--- config.mk ---
export PLATFORM = sky130hd
export DESIGN_NAME = pdbmc_phy
export DESIGN_NICKNAME = d
export VERILOG_FILES = /design/src/hdl/pdbmc_pkg.sv /design/src/hdl/pdbmc_phy.sv
export SDC_FILE = /design/constraint.sdc
export NUM_CORES = 1
export LEC_CHECK = 0
export BUFFER_PORTS_ARGS = -buffer_cell sky130_fd_sc_hd__clkbuf_2
export CORE_MARGIN = 5
export CORE_UTILIZATION = 45
export DETAILED_ROUTE_END_ITERATION = 10
export HOLD_SLACK_MARGIN = 0.05
export SLEW_MARGIN = 20
export SYNTH_ARGS = -nofsm -noshare
export SYNTH_HDL_FRONTEND = slang
export SYNTH_HIERARCHICAL = 1
export SYNTH_SLANG_ARGS = --single-unit
--- constraint.sdc ---
create_clock -name clk_sys -period 2.92 [get_ports clk_sys]
set_input_delay 0.584 -clock clk_sys [delete_from_list [all_inputs] [get_ports clk_sys]]
set_output_delay 0.584 -clock clk_sys [all_outputs]
set_load 0.02 [all_outputs]
--- src/hdl/pdbmc_pkg.sv ---
package pdbmc_pkg;

   // Core clock and line timing.
   localparam int CLK_NS     = 40;
   localparam int UI_NS      = 3320;
   localparam int HALF_CYC   = (UI_NS / 2) / CLK_NS;
   localparam int THR_NS     = (UI_NS * 3) / 4;
   localparam int THR_CYC    = (THR_NS + CLK_NS - 1) / CLK_NS;
   localparam int IDLE_NS    = 12000;
   localparam int IDLE_CYC   = (IDLE_NS + CLK_NS - 1) / CLK_NS;

   // Transmit buffer shape.
   localparam int FIFO_W     = 2;
   localparam int FIFO_D     = 8;

   localparam int CNT_W      = 10;
   typedef logic [CNT_W-1:0] pdbmc_cnt_t;

   localparam pdbmc_cnt_t HALF_LAST = pdbmc_cnt_t'(HALF_CYC - 1);
   localparam pdbmc_cnt_t THR_CNT   = pdbmc_cnt_t'(THR_CYC);
   localparam pdbmc_cnt_t IDLE_LAST = pdbmc_cnt_t'(IDLE_CYC - 1);
   localparam pdbmc_cnt_t CNT_ZERO  = 10'h000;

   // Values after reset.
   localparam logic LINE_RST = 1'b0;
   localparam logic IDLE_RST = 1'b1;

   // One symbol bit as handed over by the protocol core.
   typedef struct packed {
      logic last;
      logic data;
   } pdbmc_sym_s;

   typedef enum logic [1:0] {
      TX_IDLE,
      TX_LEAD,
      TX_BITS,
      TX_TAIL
   } pdbmc_tx_e;

endpackage

--- src/hdl/pdbmc_phy.sv ---
`timescale 1ns/1ps

module pdbmc_fifo #(
   parameter int W = 2,
   parameter int D = 8
) (
   input  wire logic         clk_sys,   // Core clock.
   input  wire logic         rst_n,     // Synchronous reset, active low.
   input  wire logic [W-1:0] in_data,   // Word to store.
   input  wire logic         in_valid,  // Word offered.
   output logic              in_ready,  // Room for a word.
   output logic [W-1:0]      out_data,  // Oldest word.
   output logic              out_valid, // Oldest word present.
   input  wire logic         out_ready  // Oldest word taken.
);
   localparam int AW = (D > 1) ? $clog2(D) : 1;
   localparam int CW = $clog2(D + 1);
   localparam logic [CW-1:0] CNT_FULL = CW'(D);
   localparam logic [CW-1:0] CNT_ONE  = CW'(1);
   localparam logic [AW-1:0] PTR_LAST = AW'(D - 1);
   localparam logic [AW-1:0] PTR_ONE  = AW'(1);

   typedef struct packed {
      logic [AW-1:0] wp;
      logic [AW-1:0] rp;
      logic [CW-1:0] cnt;
      logic          rdy;
   } pdbmc_fifo_s;

   pdbmc_fifo_s   st_q;
   pdbmc_fifo_s   st_d;
   logic [W-1:0]  mem [D];
   logic          push;
   logic          pop;

   function automatic logic [AW-1:0] ptr_inc(input logic [AW-1:0] p);
      ptr_inc = (p == PTR_LAST) ? '0 : p + PTR_ONE;
   endfunction

   assign push      = in_valid && st_q.rdy;
   assign pop       = out_ready && (st_q.cnt != '0);
   assign in_ready  = st_q.rdy;
   assign out_valid = (st_q.cnt != '0);
   assign out_data  = mem[st_q.rp];

   always_comb begin
      st_d = st_q;
      if (push) begin
         st_d.wp = ptr_inc(st_q.wp);
      end
      if (pop) begin
         st_d.rp = ptr_inc(st_q.rp);
      end
      if (push && !pop) begin
         st_d.cnt = st_q.cnt + CNT_ONE;
      end else if (pop && !push) begin
         st_d.cnt = st_q.cnt - CNT_ONE;
      end
      st_d.rdy = (st_d.cnt != CNT_FULL);
   end

   always_ff @(posedge clk_sys) begin
      if (!rst_n) begin
         st_q <= '{wp: '0, rp: '0, cnt: '0, rdy: 1'b1};
      end else begin
         st_q <= st_d;
      end
      if (push) begin
         mem[st_q.wp] <= in_data;
      end
   end

endmodule

// Functional notes
// - Every bit starts with a line edge and a one adds a second edge mid-bit.
// - The line stays nearly DC balanced, off by no more than half a bit.
// - A message opens by driving the line low before the first edge.
// - When the first edge is missed the receiver loses the first bit.
// - One extra edge follows the final bit so the far end can clock it in.
// - The driver is enabled only while sending and released otherwise.
// - One channel pin is used per connection, with no switching during it.
// - Each port has its own pin pair and traffic uses exactly one of them.
// - Only one party drives the shared wire and all others stay released.
// - A squelch detector reports bus idle and sending starts only then.
// - Coded data goes out on the same pin that carries the attach bias.
module pdbmc_phy
   import pdbmc_pkg::*;
(
   input  wire logic clk_sys,        // Core clock, 25 MHz.
   input  wire logic rst_n,          // Synchronous reset, active low.
   input  wire logic connect,        // Attach detected, same clock.
   input  wire logic orient_b,       // Plug mates with pin b, same clock.
   input  wire logic tx_valid,       // Symbol bit offered.
   input  wire logic tx_data,        // Symbol bit value.
   input  wire logic tx_last,        // Final bit of the packet.
   output logic      tx_ready,       // Buffer accepts a bit.
   output logic      rx_valid,       // Decoded bit strobe.
   output logic      rx_data,        // Decoded bit value.
   output logic      rx_idle,        // Squelch reports bus idle.
   output logic      tx_busy,        // Driving the wire.
   input  wire logic pin_a_in,       // Channel pin a level.
   output logic      pin_a_out,      // Channel pin a drive level.
   output logic      pin_a_oe_n,     // Channel pin a enable, low drives.
   input  wire logic pin_b_in,       // Channel pin b level.
   output logic      pin_b_out,      // Channel pin b drive level.
   output logic      pin_b_oe_n      // Channel pin b enable, low drives.
);

   typedef struct packed {
      pdbmc_tx_e  tx_st;
      pdbmc_cnt_t tx_cnt;
      logic       tx_half;
      pdbmc_sym_s tx_sym;
      logic       line;
      logic       drive;
      logic       pin_b;
      logic [1:0] sync_a;
      logic [1:0] sync_b;
      logic       rx_prev;
      pdbmc_cnt_t rx_cnt;
      logic       rx_half;
      logic       rx_seen;
      logic       rx_v;
      logic       rx_d;
      logic       idle;
      logic       a_out;
      logic       a_oe_n;
      logic       b_out;
      logic       b_oe_n;
   } pdbmc_phy_s;

   pdbmc_phy_s st_q;
   pdbmc_phy_s st_d;
   pdbmc_sym_s in_sym;
   pdbmc_sym_s head;
   logic       head_v;
   logic       pop;
   logic       rx_lvl;
   logic       rx_edge;

   assign in_sym = '{last: tx_last, data: tx_data};

   pdbmc_fifo #(
      .W (FIFO_W),
      .D (FIFO_D)
   ) u_fifo (
      .clk_sys   (clk_sys),
      .rst_n     (rst_n),
      .in_data   (in_sym),
      .in_valid  (tx_valid),
      .in_ready  (tx_ready),
      .out_data  (head),
      .out_valid (head_v),
      .out_ready (pop)
   );

   // Only the second synchroniser stage feeds the decoder.
   assign rx_lvl  = st_q.pin_b ? st_q.sync_b[1] : st_q.sync_a[1];
   assign rx_edge = (rx_lvl != st_q.rx_prev);

   always_comb begin
      st_d = st_q;
      pop  = 1'b0;
      st_d.rx_v = 1'b0;
      st_d.sync_a = {st_q.sync_a[0], pin_a_in};
      st_d.sync_b = {st_q.sync_b[0], pin_b_in};
      st_d.rx_prev = rx_lvl;

      if (!connect) begin
         st_d.pin_b = orient_b;
      end

      // Stale bits are flushed while nothing is attached.
      if (!connect && st_q.tx_st == TX_IDLE) begin
         pop = head_v;
      end

      unique case (st_q.tx_st)
         TX_IDLE: begin
            if (connect && head_v && st_q.idle) begin
               st_d.tx_st  = TX_LEAD;
               st_d.tx_cnt = CNT_ZERO;
               st_d.line   = 1'b0;
               st_d.drive  = 1'b1;
            end
         end
         TX_LEAD: begin
            st_d.tx_cnt = st_q.tx_cnt + 10'h001;
            if (st_q.tx_cnt == HALF_LAST) begin
               pop          = 1'b1;
               st_d.tx_sym  = head;
               st_d.tx_half = 1'b0;
               st_d.tx_cnt  = CNT_ZERO;
               st_d.line    = ~st_q.line;
               st_d.tx_st   = TX_BITS;
            end
         end
         TX_BITS: begin
            st_d.tx_cnt = st_q.tx_cnt + 10'h001;
            if (st_q.tx_cnt == HALF_LAST) begin
               st_d.tx_cnt = CNT_ZERO;
               if (!st_q.tx_half) begin
                  st_d.tx_half = 1'b1;
                  if (st_q.tx_sym.data) begin
                     st_d.line = ~st_q.line;
                  end
               end else if (st_q.tx_sym.last || !head_v) begin
                  // closing edge after the last bit
                  st_d.line  = ~st_q.line;
                  st_d.tx_st = TX_TAIL;
               end else begin
                  pop          = 1'b1;
                  st_d.tx_sym  = head;
                  st_d.tx_half = 1'b0;
                  st_d.line    = ~st_q.line;
               end
            end
         end
         TX_TAIL: begin
            st_d.tx_cnt = st_q.tx_cnt + 10'h001;
            if (st_q.tx_cnt == HALF_LAST) begin
               st_d.tx_cnt = CNT_ZERO;
               st_d.drive  = 1'b0;
               st_d.tx_st  = TX_IDLE;
            end
         end
      endcase

      // Losing the attach aborts a frame and releases the pin at once.
      if (!connect && st_q.tx_st != TX_IDLE) begin
         st_d.tx_st = TX_IDLE;
         st_d.drive = 1'b0;
      end

      // The own echo is not decoded; squelch restarts once released.
      if (st_q.drive || !connect) begin
         st_d.rx_cnt  = CNT_ZERO;
         st_d.rx_half = 1'b0;
         st_d.rx_seen = 1'b0;
         st_d.idle    = 1'b0;
      end else if (rx_edge) begin
         st_d.rx_cnt = CNT_ZERO;
         st_d.idle   = 1'b0;
         if (!st_q.rx_seen) begin
            st_d.rx_seen = 1'b1;
            st_d.rx_half = 1'b0;
         end else if (st_q.rx_cnt >= THR_CNT) begin
            st_d.rx_v    = 1'b1;
            st_d.rx_d    = 1'b0;
            st_d.rx_half = 1'b0;
         end else if (st_q.rx_half) begin
            // second half interval is a one
            st_d.rx_v    = 1'b1;
            st_d.rx_d    = 1'b1;
            st_d.rx_half = 1'b0;
         end else begin
            st_d.rx_half = 1'b1;
         end
      end else if (st_q.rx_cnt >= IDLE_LAST) begin
         st_d.idle    = 1'b1;
         st_d.rx_seen = 1'b0;
         st_d.rx_half = 1'b0;
      end else begin
         st_d.rx_cnt = st_q.rx_cnt + 10'h001;
      end

      // one pin of this port's pair
      st_d.a_out  = st_d.line;
      st_d.b_out  = st_d.line;
      st_d.a_oe_n = !(st_d.drive && !st_d.pin_b);
      st_d.b_oe_n = !(st_d.drive && st_d.pin_b);
   end

   always_ff @(posedge clk_sys) begin
      if (!rst_n) begin
         st_q <= '{tx_st: TX_IDLE, tx_cnt: CNT_ZERO, tx_half: 1'b0,
                   tx_sym: '0, line: LINE_RST, drive: 1'b0, pin_b: 1'b0,
                   sync_a: 2'h0, sync_b: 2'h0, rx_prev: 1'b0,
                   rx_cnt: CNT_ZERO, rx_half: 1'b0, rx_seen: 1'b0,
                   rx_v: 1'b0, rx_d: 1'b0, idle: IDLE_RST,
                   a_out: LINE_RST, a_oe_n: 1'b1, b_out: LINE_RST,
                   b_oe_n: 1'b1};
      end else begin
         st_q <= st_d;
      end
   end

   assign rx_valid   = st_q.rx_v;
   assign rx_data    = st_q.rx_d;
   assign rx_idle    = st_q.idle;
   assign tx_busy    = st_q.drive;
   assign pin_a_out  = st_q.a_out;
   assign pin_a_oe_n = st_q.a_oe_n;
   assign pin_b_out  = st_q.b_out;
   assign pin_b_oe_n = st_q.b_oe_n;

endmodule

# Word-level counts from Yosys, hierarchy flattened
# Memories as Yosys holds them, arrays and structs flattened. A register that Yosys moved wholly into a read port is not among the register bits.
# Index checks and enable logic that the tools add are counted.
[totals]
reg_bits = 51
mem_bits_rw = 16
in_bits = 9
output_inout_bits = 9
word_cells = 133
memories = 1
[op_classes]
n_addsub = 6
n_lt_le_gt_ge = 2
eq_ne = 16
n_mux = 44
bitwise_logic = 5
reduce_logical = 36
[memory_table]
columns = ["name", "words", "word_bits", "rd", "rd_clocked_by_memory_dff", "wr", "line_no", "source"]
rows = [
  ["u_fifo.mem", 8, 2, 1, 1, 1, "pdbmc_phy.sv:32", "logic [W-1:0] mem [D];"],
]
[op_table]
columns = ["operator", "count"]
rows = [
  ["12-bit one-hot mux with 4 select lines", 1],
  ["16-bit two-way mux", 2],
  ["12-bit two-way mux", 2],
  ["10-bit by 1-bit adder with 10-bit output, second input constant", 2],
  ["1-bit two-way mux", 20],
  ["2-bit two-way mux", 8],
  ["3-bit two-way mux", 5],
  ["2-bit != test, second input constant", 6],
  ["10-bit by 6-bit equality test with 1-bit output, second input constant", 1],
  ["10-bit by 6-bit greater-or-equal comparator with 1-bit output, second input constant", 1],
  ["10-bit by 9-bit greater-or-equal comparator with 1-bit output, second input constant", 1],
  ["1-bit logical AND", 10],
  ["5-bit AND reduction", 2],
  ["4-bit two-way mux", 2],
  ["2-bit nonzero test", 4],
  ["1-bit zero test", 7],
  ["3-bit by 1-bit adder with 3-bit output, second input constant", 2],
  ["3-bit equality test, second input constant", 2],
  ["3-bit one-hot mux with 2 select lines", 1],
  ["6-bit AND reduction", 1],
  ["3-bit nonzero test", 2],
  ["1-bit inverter", 5],
  ["4-bit by 1-bit adder with 4-bit output, second input constant", 1],
  ["2-bit equality test, second input constant", 2],
  ["16 further kinds", 19],
]

# Longest topological paths before layout
[logic_depth]
depth_word = 12
depth_mapped = 14
depth_no_buf = 12

# Cells and area by module
# Netlist, hierarchy kept.
[by_module_without_submodules]
columns = ["mod", "n_inst", "cells_per_inst", "area_per_inst_um2", "seq_area_each_um2"]
rows = [
  ["pdbmc_phy", 1, 230, 2095.8, 800.8],
  ["pdbmc_fifo", 1, 110, 1336.3, 760.7],
]

# Worst setup path before layout
# OpenSTA, ideal clock, no wires.
[synth_path]
kind = "flip-flop to flip-flop"
from = "register u_fifo/st_q[1] (netlist name)"
to = "register u_fifo.st_q (netlist bit u_fifo/in_ready)"
setup_time_ns = 0.120
t_arrival_ns = 2.445
required_time_ns = 2.800
path_slack_ns = 0.355
path_stages_with_launch = 14
n_path_buf = 2
synth_period_minus_slack_ns = 2.565
path_cell_list = "dfxtp_1 -> inv_1 -> ha_1 -> or3b_1 -> buf_6 -> nand3b_1 -> a21oi_1 -> nor2_1 -> a21oi_1 -> buf_6 -> or4_1 -> o32ai_1 -> a41o_2 -> nand3_1"
[synth_via]
elab_chain_len = 12
elab_cells_between_ends = 18
classes_between = "add/sub (2); eq/ne (1); mux (8); reduce/logical (7)"
[synth_rtl]
columns = ["item", "line_no", "source"]
rows = [
  ["start, declared", "pdbmc_phy.sv:30", "pdbmc_fifo_s st_q;"],
  ["start signal, assigned", "pdbmc_phy.sv:64", "st_q <= '{wp: '0, rp: '0, cnt: '0, rdy: 1'b1};"],
  ["start signal, assigned", "pdbmc_phy.sv:66", "st_q <= st_d;"],
  ["4-bit nonzero test (*)", "pdbmc_phy.sv:43", "assign out_valid = (st_q.cnt != '0);"],
  ["net head_v", "pdbmc_phy.sv:137", "logic head_v;"],
  ["1-bit zero test", "pdbmc_phy.sv:208", "end else if (st_q.tx_sym.last || !head_v) begin"],
  ["1-bit logical OR", "pdbmc_phy.sv:208", ""],
  ["1-bit two-way mux", "pdbmc_phy.sv:208", ""],
  ["1-bit two-way mux", "pdbmc_phy.sv:203", "if (!st_q.tx_half) begin"],
  ["1-bit two-way mux", "pdbmc_phy.sv:201", "if (st_q.tx_cnt == HALF_LAST) begin"],
  ["1-bit one-hot mux with 2 select lines (*)", "pdbmc_phy.sv:179", "unique case (st_q.tx_st)"],
  ["net pop", "pdbmc_phy.sv:138", "logic pop;"],
  ["1-bit logical AND (*)", "pdbmc_phy.sv:41", "assign pop = out_ready && (st_q.cnt != '0);"],
  ["1-bit logical AND / 1-bit zero test (equally long branches)", "pdbmc_phy.sv:56, pdbmc_phy.sv:54", ""],
  ["4-bit two-way mux / 1-bit logical AND (equally long branches)", "pdbmc_phy.sv:56, pdbmc_phy.sv:54", ""],
  ["4-bit two-way mux (*)", "pdbmc_phy.sv:54", "if (push && !pop) begin"],
  ["4-bit != test (*)", "pdbmc_phy.sv:59", "st_d.rdy = (st_d.cnt != CNT_FULL);"],
]
# Mark *: on every way through the listed nets, which the timed path passes. The rest lies on a longest branch.
# A chain may end at the register's enable or synchronous reset.

# Final worst setup path
# Ends and elaborated chain as after synthesis.

==> impl_metrics.csv <==
group,metric,value,unit
sta,fmax,386,MHz
power_and_ir_drop,cellPowerDensity,641,mW/mm²
flow_run,maxCapViolations,0,
logic_synthesis,synthCells,340,
sta,setup_tns,0,ns
sta,layout_min_cycle_time,2.59,ns
logic_synthesis,yosys_warnings,6,
placed_design,gp_congestion,0.837,
sta,post-route-period-util,88.7,%
logic_synthesis,synthTopCellsByArea,"dfxtp_1, edfxtp_1, ha_1",
logic_synthesis,synth_cell_type_count,68,
global_routing,grt_max_degree,22,
layout,insertedDiodeCount,0,
die,rows,31,
global_routing,grt_pass1_vias,2514,
die,core,0.00733,mm²
die,start_util,46.8,%
layout,regArea,0.00156,mm²
cts,clock_sinks,70,
cts,insertion_delay,0.33,ns
layout,final_cells,463,
global_routing,grt_use_total,14.8,%
sta,tightest_slew,0.765,ns
routing,ant_nets,0,
logic_synthesis,synth_top_area_share,31.5,%
sta,holdWs,0.437,ns
critical_path,start_kind,"register",
critical_path,required,3.15,ns
cts,cts_tree,"done",
power_and_ir_drop,ir_drop,342,µV
routing,drt-total-wl,6710,µm
logic_synthesis,ys_seq_area_share,45.5,%
placed_design,place_inst,447,
routing,post-route-drc-count,0,
placed_design,place_ws,0.266,ns
sta,final.setup_skew,0.00775,ns
die,fp.dieArea,0.00947,mm²
layout,finish.utilization,52.1,%
critical_path,endpoint_kind,"register",
sta,hold_viol_final,0,
sta,rsz0062_at_grt,"no",
routing,wl_per_cell,14.5,µm
routing,via_count,2558,
die,die_x,97.3,µm
status,run_status,"completed",
cts,cts_root_buffer,"clkbuf_8",
cts,clockBufferDepth,2,
global_routing,grt_pass1_wl,11600,µm
worst_hold_path,hold_path.class,"register to register",
cts,clk_pin_slew_worst_paths,0.07,ns
routing,drtPass1Iterations,4,
sta,setup_ws,0.329,ns
critical_path,worstPathArrival,2.82,ns
critical_path,path_max_fanout,9,
logic_synthesis,synth_nets,364,
placed_design,place_hpwl,4750,µm
layout,final_layout_size_suffix_gt1_share,16.8,%
logic_synthesis,synth_top_area_cell,"dfxtp_1",
layout,final_nets,383,
cts,cts_max_level,3,
routing,dr.first_iter.drc_count,155,
die,ios,18,
logic_synthesis,synth-edff-count,16,
logic_synthesis,syn_avg_cell_area,10.1,µm²
global_routing,overflow,0,
sta,slew_headroom,49.0,%
critical_path,critical_path_class,"register to register",
die,die_h,97.3,µm
placed_design,io_buffers,17,
layout,multi_input_area,0.00176,mm²
global_routing,grt_antenna_before_repair,0,
cts,cts_buffers,9,
logic_synthesis,synth_flop_cell,"dfxtp_1",
logic_synthesis,synthArstFlopShare,0,%
layout,fillers,658,
logic_synthesis,syn_area,0.00343,mm²
logic_synthesis,ys_seq_elements,70,
routing,vias_per_cell,5.52,
layout,area_delta_synth_final,11.3,%
sta,setup_viol,0,
sta,slew_violations,0,
power_and_ir_drop,cellLeakagePower,1.36,nW
-- cell usage in the layout, fill, tap and decap left out, types with 3 or more instances in the layout --
cell and n:
nand2b_1 5, ha_1 15, nand4_1 5, and2_1 6, nor4_1 5, o21ai_0 8, clkbuf_2 17, edfxtp_1 16
xnor2_1 11, nand3_1 15, nor2b_1 5, inv_1 11, clkbuf_8 9, a2111oi_0 4, dfxtp_1 54, mux2i_1 10
a211oi_1 6, a21o_1 3, nor3_1 9, a21oi_1 16, or4_1 3, nand2_1 34, or3_1 6, nor2_1 25
mux4_2 4, buf_4 5
-- cells by family (layout without fill, tap and decap cells) --
group | count (synthesis) | count (layout) | share of synthesized area [%]
compound gates | 64 | 64 | 13.9
xor+xnor | 12 | 12 | 3.06
fa+ha+maj | 15 | 15 | 5.47
buf+inv | 25 | 49 | 3.32
flops | 70 | 70 | 45.5
mux | 17 | 17 | 6.60
simple gates | 137 | 137 | 22.1
-- worst max-delay path: stages (launching register included) --
cell      delay, ns
dfxtp_1        0.37
inv_1          0.08
ha_1           0.19
or3b_4         0.45
nand3b_1       0.15
a21oi_1        0.08
nor2_1         0.10
a21oi_1        0.07
or4_1          0.55
o32ai_1        0.24
a41o_2         0.15
nand3_1        0.07
-- registers in the layout, indices dropped and copies added, names as in the netlist, 2 cells and up, named ones only --
| name | cells |
|---|---|
| st_d | 2 |
| st_q | 31 |
| u_fifo/mem | 16 |
| u_fifo/st_q | 10 |
-- routing by layer --
layer  part of all wire, %  track usage [%]
met1                    49             20.0
met5                     0                0
met2                    45             22.3
met4                   1.9             5.96
met3                   4.1             4.38
-- Yosys cell counts (9+ instances only) --
library cell / n
a21oi_1: 16
clkbuf_1: 10
dfxtp_1: 54
edfxtp_1: 16
ha_1: 15
inv_1: 11
mux2i_1: 10
nand2_1: 34
nand3_1: 15
nor2_1: 25
nor3_1: 9
xnor2_1: 11
-- metrics by stage --
step / cell area (µm²) / power (mW)
3_3_place_gp: 3610 / 1.62
3_5_place_dp: 3610 / 1.62
6_report: 3820 / 2.45
4_1_cts: 3820 / 2.47
2_1_floorplan: 3430 / 1.52
5_1_grt: 3820 / 2.59
-- report_power, final --
group / total [mW] / internal, mW / switching (mW)
Clock: 0.836 / 0.475 / 0.361
Sequential: 1.09 / 1.04 / 0.0509
Combinational: 0.524 / 0.223 / 0.301
-- path summary, 6_finish.rpt --
| path | from | end | slack (ns) | cells after the start |
|---|---|---|---|---|
| worst min-delay path | st_d[23] | st_q[23] | 0.44 | 1 |
| worst max-delay path | u_fifo/st_q[1] | u_fifo/in_ready | 0.33 | 11 |
| worst min register to register | st_d[23] | st_q[23] | 0.44 | 1 |
| worst max register to register | u_fifo/st_q[1] | u_fifo/in_ready | 0.33 | 11 |
-- layout make-up --
class	count	area share, %
tap	99	3.24
clock buffer	9	3.24
inverter	11	1.08
multi-input combinational	245	46.0
clock inverter	7	2.32
sequential	70	40.9
timing repair buffer	22	3.21
-- timing repair --
action,in CTS,in global routing
endpoints found under the setup margin,0,1
resized for setup,0,1
buffers inserted,0,0
hold buffers,0,0
Note: power is estimated with default switching activity, not from simulation.
